`src/core/cssr_pkg.sv`:
```
// Purpose: Constants for the core special status register block
// Assumes: 32-bit data, registers selected by a special register code
// Notes:   Selector codes index the special move instructions
package cssr_pkg;

  // Special register selectors used by the move instructions
  localparam logic [2:0] SEL_COND_FLAGS  = 3'h0;
  localparam logic [2:0] SEL_COND_EXCNUM = 3'h1;
  localparam logic [2:0] SEL_EXEC_STATE  = 3'h2;
  localparam logic [2:0] SEL_COND_EXEC   = 3'h3;
  localparam logic [2:0] SEL_FULL_STATUS = 3'h4;
  localparam logic [2:0] SEL_EXCNUM_EXEC = 3'h5;
  localparam logic [2:0] SEL_PRIO_MASK   = 3'h6;
  localparam logic [2:0] SEL_STACK_CTRL  = 3'h7;

  // Field positions
  localparam int FLAG_N_POS   = 31;
  localparam int FLAG_V_POS   = 28;
  localparam int EXC_MSB      = 5;
  localparam int ISET_POS     = 24;
  localparam int PMASK_POS    = 0;
  localparam int SPSEL_POS    = 1;

  // Reset values
  localparam logic [3:0] FLAGS_RST  = 4'h0;
  localparam logic [5:0] EXC_RST    = 6'h00;
  localparam logic       PMASK_RST  = 1'b0;
  localparam logic       SPSEL_RST  = 1'b0;

  // Exception numbers
  localparam logic [5:0] EXC_THREAD = 6'h00;
  localparam logic [5:0] EXC_NMI    = 6'h02;
  localparam logic [5:0] EXC_HFAULT = 6'h03;
  localparam logic [5:0] EXC_SVC    = 6'h0B;
  localparam logic [5:0] EXC_PEND_SERVICE = 6'h0E;
  localparam logic [5:0] EXC_TICK   = 6'h0F;
  localparam logic [5:0] EXC_IRQ0   = 6'h10;
  localparam logic [5:0] EXC_IRQ31  = 6'h2F;

  // Access size codes
  localparam logic [1:0] SIZE_BYTE  = 2'h0;
  localparam logic [1:0] SIZE_HALF  = 2'h1;
  localparam logic [1:0] SIZE_WORD  = 2'h2;

  // Multi-word transfer sequencer states, Gray along the usual path
  typedef enum logic [1:0] {
    MW_IDLE    = 2'b00,
    MW_RUN     = 2'b01,
    MW_ABORTED = 2'b11
  } cssr_mw_state_t;

endpackage

```
`src/core/cssr_lane.sv`:
```
// Purpose: Little-endian byte lane steering for data accesses
// Assumes: Naturally aligned accesses
// Notes:   Combinational; the top registers its results
`timescale 1ns/1ps
`default_nettype none
module cssr_lane
  import cssr_pkg::*;
(
  input  wire logic [1:0]  size_i,
  input  wire logic [1:0]  addr_i,
  input  wire logic [31:0] wdata_i,
  input  wire logic [31:0] rbus_i,
  output logic      [3:0]  strb_o,
  output logic      [31:0] wbus_o,
  output logic      [31:0] rdata_o
);

  logic [4:0] sh;
  assign sh = {addr_i, 3'b000};

  always_comb begin
    strb_o  = 4'h0;
    wbus_o  = 32'h0000_0000;
    rdata_o = 32'h0000_0000;
    if (size_i == SIZE_BYTE) begin
      strb_o  = 4'h1 << addr_i;
      wbus_o  = {24'h00_0000, wdata_i[7:0]} << sh;
      rdata_o = {24'h00_0000, 8'(rbus_i >> sh)};
    end else if (size_i == SIZE_HALF) begin
      strb_o  = 4'h3 << {addr_i[1], 1'b0};
      wbus_o  = {16'h0000, wdata_i[15:0]} << {addr_i[1], 4'h0};
      rdata_o = {16'h0000, 16'(rbus_i >> {addr_i[1], 4'h0})};
    end else begin
      strb_o  = 4'hF;
      wbus_o  = wdata_i;
      rdata_o = rbus_i;
    end
  end

endmodule
`default_nettype wire

```
`src/core/cssr_top.sv`:
```
// Purpose: Special status registers of a small 32-bit core
// Assumes: Driven by the core's decode and exception sequencer on clk_i
// Notes:   One access per cycle; read data registered one cycle later
//
// What this block does
// - Flags N Z C V in bits 31..28
// - Exception number in bits 5..0
// - Exception numbers encode fixed exception kinds
// - Instruction-set state bit at position 24
// - Execution state reads zero, writes ignored
// - Branch, return or vector can clear it
// - Executing with state zero raises fault
// - Interrupted multi-word transfer restarts from start
// - Priority mask bit blocks configurable exceptions
// - Mask set by moves or state change
// - Thread mode control bit 1 selects stack
// - Handler mode: main stack, bit reads zero
// - Entry and return update control register
// - Every exception except reset uses handler mode
// - Byte, half, word accesses, little-endian
// - Combined-view writes skip exception number
// - Reset loads state bit from vector
`timescale 1ns/1ps
`default_nettype none
module cssr_top
  import cssr_pkg::*;
(
  input  wire logic        clk_i,
  input  wire logic        rst_i,
  // Special move port
  input  wire logic        mts_i,
  input  wire logic        mfs_i,
  input  wire logic [2:0]  sel_i,
  input  wire logic [31:0] wdata_i,
  output logic      [31:0] rdata_o,
  // Change-processor-state
  input  wire logic        state_chg_i,
  input  wire logic        state_chg_dis_i,
  // Flag update from the ALU
  input  wire logic        flags_we_i,
  input  wire logic [3:0]  flags_i,
  // Reset vector bit 0, valid on the first cycle after reset
  input  wire logic        rst_vec_lsb_i,
  // Branch exchange / pop into PC
  input  wire logic        brx_i,
  input  wire logic        brx_lsb_i,
  // Exception entry and return
  input  wire logic        exc_entry_i,
  input  wire logic [5:0]  exc_num_i,
  input  wire logic        vec_lsb_i,
  input  wire logic        exc_return_i,
  input  wire logic [31:0] stacked_psr_i,
  input  wire logic [5:0]  ret_num_i,
  input  wire logic        ret_spsel_i,
  // Instruction issue and multi-word transfers
  input  wire logic        exec_i,
  input  wire logic        mw_start_i,
  input  wire logic        mw_beat_i,
  input  wire logic        mw_last_i,
  input  wire logic        irq_take_i,
  // Data access lane steering
  input  wire logic        dacc_i,
  input  wire logic [1:0]  dsize_i,
  input  wire logic [1:0]  daddr_i,
  input  wire logic [31:0] dwdata_i,
  input  wire logic [31:0] drbus_i,
  output logic      [3:0]  dstrb_o,
  output logic      [31:0] dwbus_o,
  output logic      [31:0] drdata_o,
  // Status outputs
  output logic      [3:0]  flags_o,
  output logic      [5:0]  exc_num_o,
  output logic             handler_mode_o,
  output logic             use_process_stack_o,
  output logic             prio_block_o,
  output logic             iset_fault_o,
  output logic             mw_restart_o,
  output logic      [3:0]  mw_restart_idx_o
);

  logic [3:0]     flags_q;
  logic [5:0]     exc_q;
  logic           iset_q;
  logic           pmask_q;
  logic           spsel_q;
  logic           first_q;
  logic           fault_q;
  logic [31:0]    rdata_q;
  cssr_mw_state_t mw_q;
  logic [3:0]     mw_idx_q;
  logic           restart_q;
  logic [3:0]     strb_q;
  logic [31:0]    wbus_q;
  logic [31:0]    drd_q;
  logic           spsel_d;
  logic           handler_d;
  logic           handler_q;
  logic           ups_q;

  logic           handler;
  logic           wr_flags;
  logic           psr_view;
  assign handler  = (exc_q != EXC_THREAD);
  assign psr_view = (sel_i == SEL_FULL_STATUS) || (sel_i == SEL_COND_EXCNUM) || (sel_i == SEL_COND_EXEC);
  assign wr_flags = mts_i && ((sel_i == SEL_COND_FLAGS) || psr_view);

  // Condition flags
  always_ff @(posedge clk_i) begin
    if (rst_i) begin
      flags_q <= FLAGS_RST;
    end else if (exc_return_i) begin
      flags_q <= stacked_psr_i[FLAG_N_POS:FLAG_V_POS];
    end else if (wr_flags) begin
      flags_q <= wdata_i[FLAG_N_POS:FLAG_V_POS];
    end else if (flags_we_i) begin
      flags_q <= flags_i;
    end
  end

  // Active exception number; software writes never reach it
  always_ff @(posedge clk_i) begin
    if (rst_i) begin
      exc_q <= EXC_RST;
    end else if (exc_entry_i) begin
      exc_q <= exc_num_i;
    end else if (exc_return_i) begin
      exc_q <= ret_num_i;
    end
  end

  // Instruction-set state bit; move writes have no path here
  always_ff @(posedge clk_i) begin
    if (rst_i) begin
      first_q <= 1'b1;
      iset_q  <= 1'b0;
    end else begin
      first_q <= 1'b0;
      if (first_q) begin
        iset_q <= rst_vec_lsb_i;
      end else if (exc_entry_i) begin
        iset_q <= vec_lsb_i;
      end else if (exc_return_i) begin
        iset_q <= stacked_psr_i[ISET_POS];
      end else if (brx_i) begin
        iset_q <= brx_lsb_i;
      end
    end
  end

  // Fault request when executing with the state bit clear
  always_ff @(posedge clk_i) begin
    if (rst_i) begin
      fault_q <= 1'b0;
    end else begin
      fault_q <= exec_i && !iset_q && !first_q;
    end
  end

  // Priority mask
  always_ff @(posedge clk_i) begin
    if (rst_i) begin
      pmask_q <= PMASK_RST;
    end else if (state_chg_i) begin
      pmask_q <= state_chg_dis_i;
    end else if (mts_i && sel_i == SEL_PRIO_MASK) begin
      pmask_q <= wdata_i[PMASK_POS];
    end
  end

  // Stack select control: next value shared by the register and the output flop
  always_comb begin
    spsel_d = spsel_q;
    if (exc_entry_i) begin
      spsel_d = 1'b0;
    end else if (exc_return_i) begin
      spsel_d = ret_spsel_i;
    end else if (mts_i && sel_i == SEL_STACK_CTRL && !handler) begin
      spsel_d = wdata_i[SPSEL_POS];
    end
  end

  always_comb begin
    handler_d = handler;
    if (exc_entry_i) begin
      handler_d = (exc_num_i != EXC_THREAD);
    end else if (exc_return_i) begin
      handler_d = (ret_num_i != EXC_THREAD);
    end
  end

  // Mode outputs come from flops that track the exception number
  always_ff @(posedge clk_i) begin
    if (rst_i) begin
      spsel_q   <= SPSEL_RST;
      handler_q <= 1'b0;
      ups_q     <= 1'b0;
    end else begin
      spsel_q   <= spsel_d;
      handler_q <= handler_d;
      ups_q     <= spsel_d && !handler_d;
    end
  end

  // Read mux: reserved bits and execution state read zero
  always_ff @(posedge clk_i) begin
    if (rst_i) begin
      rdata_q <= 32'h0000_0000;
    end else if (mfs_i) begin
      rdata_q <= 32'h0000_0000;
      if (sel_i == SEL_COND_FLAGS || psr_view) begin
        rdata_q[FLAG_N_POS:FLAG_V_POS] <= flags_q;
      end
      if (sel_i == SEL_COND_EXCNUM || sel_i == SEL_FULL_STATUS || sel_i == SEL_EXCNUM_EXEC) begin
        rdata_q[EXC_MSB:0] <= exc_q;
      end
      if (sel_i == SEL_PRIO_MASK) begin
        rdata_q[PMASK_POS] <= pmask_q;
      end
      if (sel_i == SEL_STACK_CTRL) begin
        rdata_q[SPSEL_POS] <= spsel_q && !handler;
      end
    end
  end

  // Multi-word transfer tracking and restart
  always_ff @(posedge clk_i) begin
    if (rst_i) begin
      mw_q      <= MW_IDLE;
      mw_idx_q  <= 4'h0;
      restart_q <= 1'b0;
    end else begin
      restart_q <= 1'b0;
      case (mw_q)
        MW_IDLE: begin
          if (mw_start_i) begin
            mw_q     <= MW_RUN;
            mw_idx_q <= 4'h0;
          end
        end
        MW_RUN: begin
          if (irq_take_i) begin
            mw_q     <= MW_ABORTED;
            mw_idx_q <= 4'h0;
          end else if (mw_beat_i && mw_last_i) begin
            mw_q <= MW_IDLE;
          end else if (mw_beat_i) begin
            mw_idx_q <= mw_idx_q + 4'h1;
          end
        end
        MW_ABORTED: begin
          if (exc_return_i) begin
            mw_q      <= MW_IDLE;
            restart_q <= 1'b1;
          end
        end
        default: mw_q <= MW_IDLE;
      endcase
    end
  end

  // Little-endian lane steering
  logic [3:0]  strb_c;
  logic [31:0] wbus_c;
  logic [31:0] drd_c;

  cssr_lane u_lane (
    .size_i  (dsize_i),
    .addr_i  (daddr_i),
    .wdata_i (dwdata_i),
    .rbus_i  (drbus_i),
    .strb_o  (strb_c),
    .wbus_o  (wbus_c),
    .rdata_o (drd_c)
  );

  always_ff @(posedge clk_i) begin
    if (rst_i) begin
      strb_q <= 4'h0;
      wbus_q <= 32'h0000_0000;
      drd_q  <= 32'h0000_0000;
    end else begin
      strb_q <= dacc_i ? strb_c : 4'h0;
      wbus_q <= wbus_c;
      drd_q  <= drd_c;
    end
  end

  assign rdata_o             = rdata_q;
  assign flags_o             = flags_q;
  assign exc_num_o           = exc_q;
  assign handler_mode_o      = handler_q;
  assign use_process_stack_o = ups_q;
  assign prio_block_o        = pmask_q;
  assign iset_fault_o        = fault_q;
  assign mw_restart_o        = restart_q;
  assign mw_restart_idx_o    = mw_idx_q;
  assign dstrb_o             = strb_q;
  assign dwbus_o             = wbus_q;
  assign drdata_o            = drd_q;

  // Assertions
  a_exc_write_ignored: assert property (@(posedge clk_i) disable iff (rst_i)
    (mts_i && !exc_entry_i && !exc_return_i) |=> $stable(exc_q))
    else $error("exception number changed by a move");
  a_exec_reads_zero: assert property (@(posedge clk_i) disable iff (rst_i)
    (mfs_i && sel_i == SEL_EXEC_STATE) |=> rdata_o == 32'h0000_0000)
    else $error("execution state read not zero");
  a_handler_sp_main: assert property (@(posedge clk_i) disable iff (rst_i)
    handler |-> !use_process_stack_o)
    else $error("process stack used in handler mode");
  a_entry_main_stack: assert property (@(posedge clk_i) disable iff (rst_i)
    exc_entry_i |=> !spsel_q)
    else $error("entry did not clear stack select");
  a_iset_fault: assert property (@(posedge clk_i) disable iff (rst_i)
    (exec_i && !iset_q && !first_q) |=> iset_fault_o)
    else $error("no fault on execute with state clear");
  a_branch_clear: assert property (@(posedge clk_i) disable iff (rst_i)
    (brx_i && !brx_lsb_i && !first_q && !exc_entry_i && !exc_return_i) |=> !iset_q)
    else $error("branch did not clear state bit");
  a_chg_mask: assert property (@(posedge clk_i) disable iff (rst_i)
    state_chg_i |=> prio_block_o == $past(state_chg_dis_i))
    else $error("state change did not update mask");
  a_mw_restart: assert property (@(posedge clk_i) disable iff (rst_i)
    (mw_q == MW_ABORTED && exc_return_i) |=> (mw_restart_o && mw_restart_idx_o == 4'h0))
    else $error("multi-word restart missing");
  a_flags_write: assert property (@(posedge clk_i) disable iff (rst_i)
    (wr_flags && !exc_return_i) |=> flags_o == $past(wdata_i[31:28]))
    else $error("flag write lost");
  a_word_lanes: assert property (@(posedge clk_i) disable iff (rst_i)
    (dacc_i && dsize_i == SIZE_WORD) |=> dstrb_o == 4'hF)
    else $error("word access lanes wrong");
  a_stack_write_handler: assert property (@(posedge clk_i) disable iff (rst_i)
    (mts_i && sel_i == SEL_STACK_CTRL && handler && !exc_entry_i && !exc_return_i) |=> $stable(spsel_q))
    else $error("stack select written in handler mode");
  a_exec_write_ignored: assert property (@(posedge clk_i) disable iff (rst_i)
    (mts_i && sel_i == SEL_EXEC_STATE && !first_q && !exc_entry_i && !exc_return_i && !brx_i) |=> $stable(iset_q))
    else $error("execution state changed by a move");
  a_reserved_zero: assert property (@(posedge clk_i) disable iff (rst_i)
    mfs_i |=> rdata_o[27:6] == '0)
    else $error("reserved read bits not zero");
  a_reset_vector: assert property (@(posedge clk_i) disable iff (rst_i)
    first_q |=> iset_q == $past(rst_vec_lsb_i))
    else $error("state bit not loaded from reset vector");

endmodule
`default_nettype wire

```
`config.mk`:
```
export PLATFORM = sky130hd
export DESIGN_NAME = cssr_top
export DESIGN_NICKNAME = d
export VERILOG_FILES = /design/src/core/cssr_pkg.sv /design/src/core/cssr_lane.sv /design/src/core/cssr_top.sv
export SDC_FILE = /design/constraint.sdc
export NUM_CORES = 1
export LEC_CHECK = 0
export ABC_AREA = 1
export BUFFER_PORTS_ARGS = -buffer_cell sky130_fd_sc_hd__buf_4
export CORE_AREA = 3 3 110 112
export DETAILED_ROUTE_END_ITERATION = 16
export DIE_AREA = 0 0 113 115
export PLACE_DENSITY = 0.75
export SYNTH_ARGS = -nofsm -noshare
export SYNTH_HDL_FRONTEND = slang
export SYNTH_SLANG_ARGS = --single-unit
```
`constraint.sdc`:
```
create_clock -name clk_i -period 1.2 [get_ports clk_i]
set_input_delay 0.06 -clock clk_i [delete_from_list [all_inputs] [get_ports clk_i]]
set_output_delay 0.06 -clock clk_i [all_outputs]
set_load 0.01 [all_outputs]
```
==> flow_metrics.py, run 1 <==
metrics = {
    "floorplanning": {
        "fp.dieArea_sq_um": 13000,
        "chipHeight_um": 115,
        "coreArea_sq_um": 11320,
        "die_w_um": 113,
        "initial_core_util_pct": 38.89,
        "io_pins": 290,
        "num_rows": 39,
    },
    "grt": {
        "grt_max_degree": 21,
        "grt_pass1_wl_um": 23080,
        "globalRouteOverflowTotal": 0,
        "grt.total_usage_pct": 22.11,
        "antenna_found_initial": 0,
        "grt_pass1_vias": 4792,
    },
    "timing": {
        "rsz0062_at_grt": "no",
        "tns_ns": 0,
        "finalSetupViolCount": 0,
        "hold_viol_final": 0,
        "skew_ns": 0.005368,
        "fmax_ghz": 0.9067,
        "period_minus_slack_ns": 1.103,
        "period_share_pct": 91.91,
        "slew_viol_final": 0,
    },
    "synth": {
        "synthTopCellsByCount": "nand2_1 (118), dfxtp_1 (102), inv_1 (74)",
        "synth_area_leaders": "dfxtp_1 (46%), nand2_1 (10%), inv_1 (6.3%)",
        "ys_ff_latch": 102,
        "synth.largest_area_cell": "dfxtp_1",
        "synth-xor-area-share_pct": 0,
        "yosysWarnings": 0,
        "synth_cell_types": 32,
        "yosysSeqAreaShare_pct": 46.38,
        "yosysMostFrequentCell": "nand2_1",
        "syn_area_sq_um": 4403,
        "ys.flop_type": "dfxtp_1",
        "synth_compound_area_share_pct": 19.58,
        "synthAdderAreaFrac_pct": 0.2842,
        "synthCells": 583,
        "synthSimpleGateAreaFrac_pct": 20.63,
        "netlist.area_leader.share_pct": 46.38,
        "ys_async_sr_fraction_pct": 0,
        "synth_top_family_by_area": "simple AND/OR/NAND/NOR gates",
        "yosys-mux-area-fraction_pct": 0,
        "synth-edff-count": 0,
        "postSynthAreaPerCell_sq_um": 7.552,
    },
    "min_path": {
        "hp-class": "in -> reg",
    },
    "power": {
        "power.density_nw_per_um2": 1245,
        "ir_worst_vdd_uv": 870.7,
        "power.leakage_nw": 3.586,
        "power_mw": 8.811,
    },
    "detailed_routing": {
        "antenna_left": 0,
        "dr.pass1.iters": 5,
        "wl_per_cell_um": 14.77,
        "vias": 4912,
        "vias_per_cell": 4.868,
        "drt-total-wl_um": 14900,
        "drc": 0,
        "drt_first_iter_violations": 648,
    },
    "clocking": {
        "postCtsSetupRepairBufs": 0,
        "cts_buffer_depth": 2,
        "cts_buffers": 9,
        "path_clk_slew_ns": 0.07,
        "clock_latency_ns": 0.34,
        "numClockSinks": 102,
        "cts_tree": "done",
        "cts_htree_levels": 3,
        "cts_root_buf": "clkbuf_16",
    },
    "placed_design": {
        "place.gp.congestion": 0.8932,
        "dp_hpwl_um": 10820,
        "io_buffers": 214,
        "dpl.cell_count": 948,
    },
    "worst_setup_path": {
        "cp-start-kind": "flip-flop",
        "critPathBufInv": 3,
        "path_cells": "inv_2 -> nand3b_1 -> buf_4 -> a21oi_2 -> inv_1 -> a21oi_1",
        "critPathTopFamily": "flip-flops",
        "crit_slowest_cell": "dfxtp_1",
        "end_kind": "flip-flop",
        "critPathKind": "reg -> reg",
        "slowest_delay_ns": 0.32,
        "path_max_fanout": 3,
        "arrival_ns": 1.37,
        "worstPathRequired_ns": 1.47,
    },
    "status": {
        "status": "finished clean",
    },
    "final_layout": {
        "finish.utilization_pct": 62.53,
        "drive_gt1_share_pct": 32.68,
        "finalNetCount": 1034,
        "nFillCells": 972,
        "fin_cells": 1009,
        "area_growth_pct": 60.78,
        "n_antenna_cell": 0,
    },
    "flow_run": {
        "drv_cap": 0,
    },
}
worst min-delay path: stages:
cell and delay (ns):
buf_4 0.08, nor2_1 0.04, o21ai_1 0.13
kinds of logic (layout without fill, tap and decap cells):
| kind of cell | after synthesis | in the layout |
|---|---|---|
| flip-flops | 102 | 102 |
| other | 1 | 22 |
| adder cells (fa/ha/maj) | 1 | 1 |
| AO/OA/AOI/OAI | 144 | 144 |
| AND/OR/NAND/NOR | 213 | 213 |
| buffers and inverters | 122 | 384 |
per-stage QoR:
| step | worst slack [ns] | cell area, sq um | hold slack [ns] |
|---|---|---|---|
| after CTS | 0.01148 | 7042 | 0.0009344 |
| after global routing | 0.003105 | 7079 | 0.01699 |
| after floorplan | 0.08224 | 4482 | 0.08772 |
| after global placement | 0.09004 | 6236 | 0.2897 |
| after detailed placement | 0.03696 | 6236 | 0.2884 |
| final | 0.09711 | 7079 | 0.008241 |
cell usage in the layout (no fill, tap or decap), drive strengths merged, types with 10 or more instances in the layout:
cell type    count
inv             81
dlygate4sd3     46
a21oi           42
o211ai          10
buf            243
nor2            69
nand2          119
dfxtp          102
o21ai           42
conb            22
nand3           13
clkbuf          10
a22oi           33
flip-flops by register name, summed over array words and instances, names as in the netlist, 2 cells and up:
signal / flops
dstrb_o: 4
mw_q: 2
rdata_o: 10
mw_restart_idx_o: 4
exc_num_o: 6
drdata_o: 32
dwbus_o: 32
flags_o: 4
routing by layer:
layer  wire length, um  track usage, %  vias up  part of all wire [%]
met5                 0               0        -                     0
li1                  -               -     2421                     -
met2              7307           37.36      226                    49
met1              6101           27.47     2239                    41
met4               352           9.615        0                   2.4
met3              1142           4.474       26                   7.7
worst paths after layout:
path / start / cells after the start / to / slack, ns
worst max-delay path: mw_q[1] / 6 / mw_restart_idx_o[0] / 0.1
worst min-delay path: drbus_i[3] / 3 / drdata_o[3] / 0.008
worst max register to register: mw_q[1] / 6 / mw_restart_idx_o[0] / 0.1
worst min register to register: iset_q / 1 / iset_fault_o / 0.45
timing repair:
action / in CTS / in global routing
endpoints found under the hold margin: 56 / 0
setup endpoints to repair: 0 / 26
gates resized for setup: 0 / 14
hold buffers: 46 / 0
power breakdown:
group | internal, mW | total (mW) | switching (mW) | leakage (nW)
clock | 2.10 | 3.43 | 1.33 | 0.170
sequential | 3.59 | 3.67 | 0.0838 | 0.842
combinational | 0.865 | 1.71 | 0.847 | 2.57
total | 6.55 | 8.81 | 2.26 | 3.59
final cells by class:
type	count	area, sq um	share of cell area, %
Clock inverter	5	106.4	1.502
Timing Repair Buffer	289	2313	32.68
Sequential cell	102	2042	28.84
Inverter	80	302.8	4.277
Clock buffer	10	239.0	3.376
Tap cell	143	178.9	2.527
Multi-Input combinational cell	380	1897	26.79
Power figures use the tool's default switching activity.
==> run 2, diff against run 1 <==
--- a/config.mk
+++ b/config.mk
@@ -5,12 +5,12 @@
 export SDC_FILE = /design/constraint.sdc
 export NUM_CORES = 1
 export LEC_CHECK = 0
-export ABC_AREA = 1
 export BUFFER_PORTS_ARGS = -buffer_cell sky130_fd_sc_hd__buf_4
-export CORE_AREA = 3 3 110 112
+export CORE_AREA = 3 3 113 115
 export DETAILED_ROUTE_END_ITERATION = 16
-export DIE_AREA = 0 0 113 115
-export PLACE_DENSITY = 0.75
+export DIE_AREA = 0 0 116 118
+export PLACE_DENSITY = 0.72
 export SYNTH_ARGS = -nofsm -noshare
 export SYNTH_HDL_FRONTEND = slang
+export SYNTH_HIERARCHICAL = 1
 export SYNTH_SLANG_ARGS = --single-unit
==> constraint.sdc (replaced) <==
create_clock -name clk_i -period 1.4 [get_ports clk_i]
set_input_delay 0.07 -clock clk_i [delete_from_list [all_inputs] [get_ports clk_i]]
set_output_delay 0.07 -clock clk_i [all_outputs]
set_load 0.01 [all_outputs]
==> flow_metrics.py, run 2 <==
metrics = {
    "status": {
        "status": "finished clean",
    },
    "detailed_routing": {
        "vias": 4233,
        "drc": 0,
        "wl_per_cell_um": 16.45,
        "drt_first_iter_violations": 369,
        "vias_per_cell": 5.009,
        "drt-total-wl_um": 13900,
        "antenna_left": 0,
        "dr.pass1.iters": 5,
    },
    "synth": {
        "synth_cell_types": 56,
        "synth_area_leaders": "dfxtp_1 (45%), nor2b_1 (9.7%), a22o_1 (4.9%)",
        "synthCells": 466,
        "yosysWarnings": 6,
        "synth.largest_area_cell": "dfxtp_1",
        "netlist.area_leader.share_pct": 45.27,
        "synthTopCellsByCount": "dfxtp_1 (102), nor2b_1 (70), and2_1 (31)",
        "ys.flop_type": "dfxtp_1",
        "ys_async_sr_fraction_pct": 0,
        "ys_ff_latch": 102,
        "yosysMostFrequentCell": "dfxtp_1",
        "syn_area_sq_um": 4511,
        "synth-edff-count": 0,
        "yosysSeqAreaShare_pct": 45.27,
        "postSynthAreaPerCell_sq_um": 9.679,
    },
    "worst_setup_path": {
        "path_max_fanout": 2,
        "end_kind": "flip-flop",
        "cp-start-kind": "flip-flop",
        "arrival_ns": 1.58,
        "critPathTopFamily": "simple AND/OR/NAND/NOR gates",
        "critPathKind": "reg -> reg",
        "critPathBufInv": 0,
        "path_cells": "nor4_2 -> nand4_1 -> mux2_2 -> and2_1",
        "worstPathRequired_ns": 1.65,
        "crit_slowest_cell": "dfxtp_1",
        "slowest_delay_ns": 0.32,
    },
    "placed_design": {
        "place.gp.congestion": 0.8792,
        "pre_cts_ws_ns": 0.02290,
        "dp_hpwl_um": 10770,
        "io_buffers": 214,
    },
    "clocking": {
        "cts_tree": "done",
        "cts_buffer_depth": 2,
        "numClockSinks": 102,
        "cts_root_buf": "clkbuf_16",
        "clock_latency_ns": 0.34,
        "path_clk_slew_ns": 0.07,
        "cts_htree_levels": 3,
        "cts_buffers": 9,
    },
    "timing": {
        "max_slew.worst_pin.slew_ns": 0.5283,
        "period_share_pct": 95.04,
        "tns_ns": 0,
        "skew_ns": 0.005365,
        "finalSetupViolCount": 0,
        "relSlewSlack_pct": 64.09,
        "hold_viol_final": 0,
        "period_minus_slack_ns": 1.331,
        "worst_slack_ns": 0.06948,
        "slew_viol_final": 0,
        "fmax_ghz": 0.7516,
    },
    "power": {
        "comb_power_share_pct": 18.8,
        "power.leakage_nw": 3.122,
        "clockPowerShare_pct": 36.4,
        "switchingPower_mw": 1.768,
        "p_sw_share_pct": 25.31,
        "p_seq_share_pct": 44.7,
        "power_mw": 6.988,
        "ir_worst_vdd_uv": 1004,
        "power.density_nw_per_um2": 1049,
        "p_int_mw": 5.219,
    },
    "final_layout": {
        "area_growth_pct": 47.63,
        "finalNetCount": 865,
        "drive_gt1_share_pct": 39.54,
        "final_cell_mix": "buf_4 (236), dfxtp_1 (102), nor2b_1 (70)",
        "nFillCells": 1070,
        "final_common_cell": "buf_4",
        "n_antenna_cell": 0,
    },
    "grt": {
        "globalRouteOverflowTotal": 0,
        "grt_pass1_wl_um": 21290,
        "met3_usage_pct": 6.324,
        "grt_max_degree": 32,
        "grt.total_usage_pct": 19.79,
        "grt_util_met1_pct": 23.25,
        "antenna_found_initial": 0,
        "top_usage_layer": "met2",
        "grt_util_met2_pct": 33.78,
        "grt_pass1_vias": 4187,
    },
    "floorplanning": {
        "initial_core_util_pct": 37.87,
        "num_rows": 40,
        "chipHeight_um": 118,
        "io_pins": 290,
        "fp.dieArea_sq_um": 13690,
        "coreArea_sq_um": 11910,
        "die_w_um": 116,
    },
    "min_path": {
        "hp-class": "in -> reg",
    },
    "flow_run": {
        "drv_cap": 0,
    },
}
-- run 2: cell types whose count changed in the layout (fill, tap and decap cells not counted), moves of 11 or more --
cell / delta
a22o_1: +25
o21ai_0: -32
nor2b_1: +70
nand2b_1: +11
nand2_1: -104
mux2i_1: +19
a22oi_1: -33
inv_1: -60
dlygate4sd3_1: -36
a21oi_1: -24
nor2_1: -30
and2_1: +30
-- run 2: worst paths after layout --
kind | from | to | slack [ns] | cells past startpoint
max | exc_num_o[1] | use_process_stack_o | 0.07 | 4
max reg2reg | exc_num_o[1] | use_process_stack_o | 0.07 | 4
min | rst_i | first_q | 0.03 | 1
min reg2reg | iset_q | iset_fault_o | 0.45 | 1
-- run 2: through the flow --
stage               utilization [%]  hold slack (ns)  cell area (sq um)  std cells
global placement              52.37           0.3151               6238        819
detailed placement            52.37           0.3268               6238        819
global route                  55.90          0.02121               6659        845
finish                        55.90          0.03167               6659        845
floorplan                         -          0.09772               4589        487
CTS                           55.81          0.01176               6648        845
-- run 2: area by class of cell --
| cell class | count | area (sq um) | area share (%) |
|---|---|---|---|
| Multi-Input combinational cell | 321 | 2203 | 33.09 |
| Clock buffer | 10 | 239.0 | 3.589 |
| Clock inverter | 6 | 70.07 | 1.052 |
| Inverter | 13 | 48.80 | 0.7328 |
| Sequential cell | 102 | 2042 | 30.67 |
| Timing Repair Buffer | 246 | 1872 | 28.11 |
| Tap cell | 147 | 183.9 | 2.762 |
-- run 2: cell families (layout without fill, tap and decap cells) --
group,count (synthesis),in the layout,synth area share [%]
compound gates,86,86,16.14
flops,102,102,45.27
simple gates,187,187,24.74
other cells,1,22,0.08314
mux,22,22,5.021
xor+xnor,3,3,0.5826
buf+inv,64,275,7.878
fa+ha+maj,1,1,0.2773
-- run 2: power groups by stage --
stage / sequential (mW) / clock (mW) / combinational (mW)
6_report: 3.12 / 2.55 / 1.32
3_5_place_dp: 3.19 / 0 / 1.29
5_1_grt: 3.14 / 2.75 / 1.43
4_1_cts: 3.12 / 2.64 / 1.32
2_1_floorplan: 3.26 / 0 / 0.569
3_3_place_gp: 3.19 / 0 / 1.26
-- run 2: what timing repair did --
item	CTS	global route
buffers inserted	0	0
endpoints found under the hold margin	9	0
resized for setup	0	4
setup endpoints to repair	0	3
hold buffers	10	0
-- run 2: layer usage --
metal	vias to the layer above	routed length [um]
met3	16	1121
met2	213	6889
met1	1977	5690
li1	2027	-
met4	0	196
met5	-	0
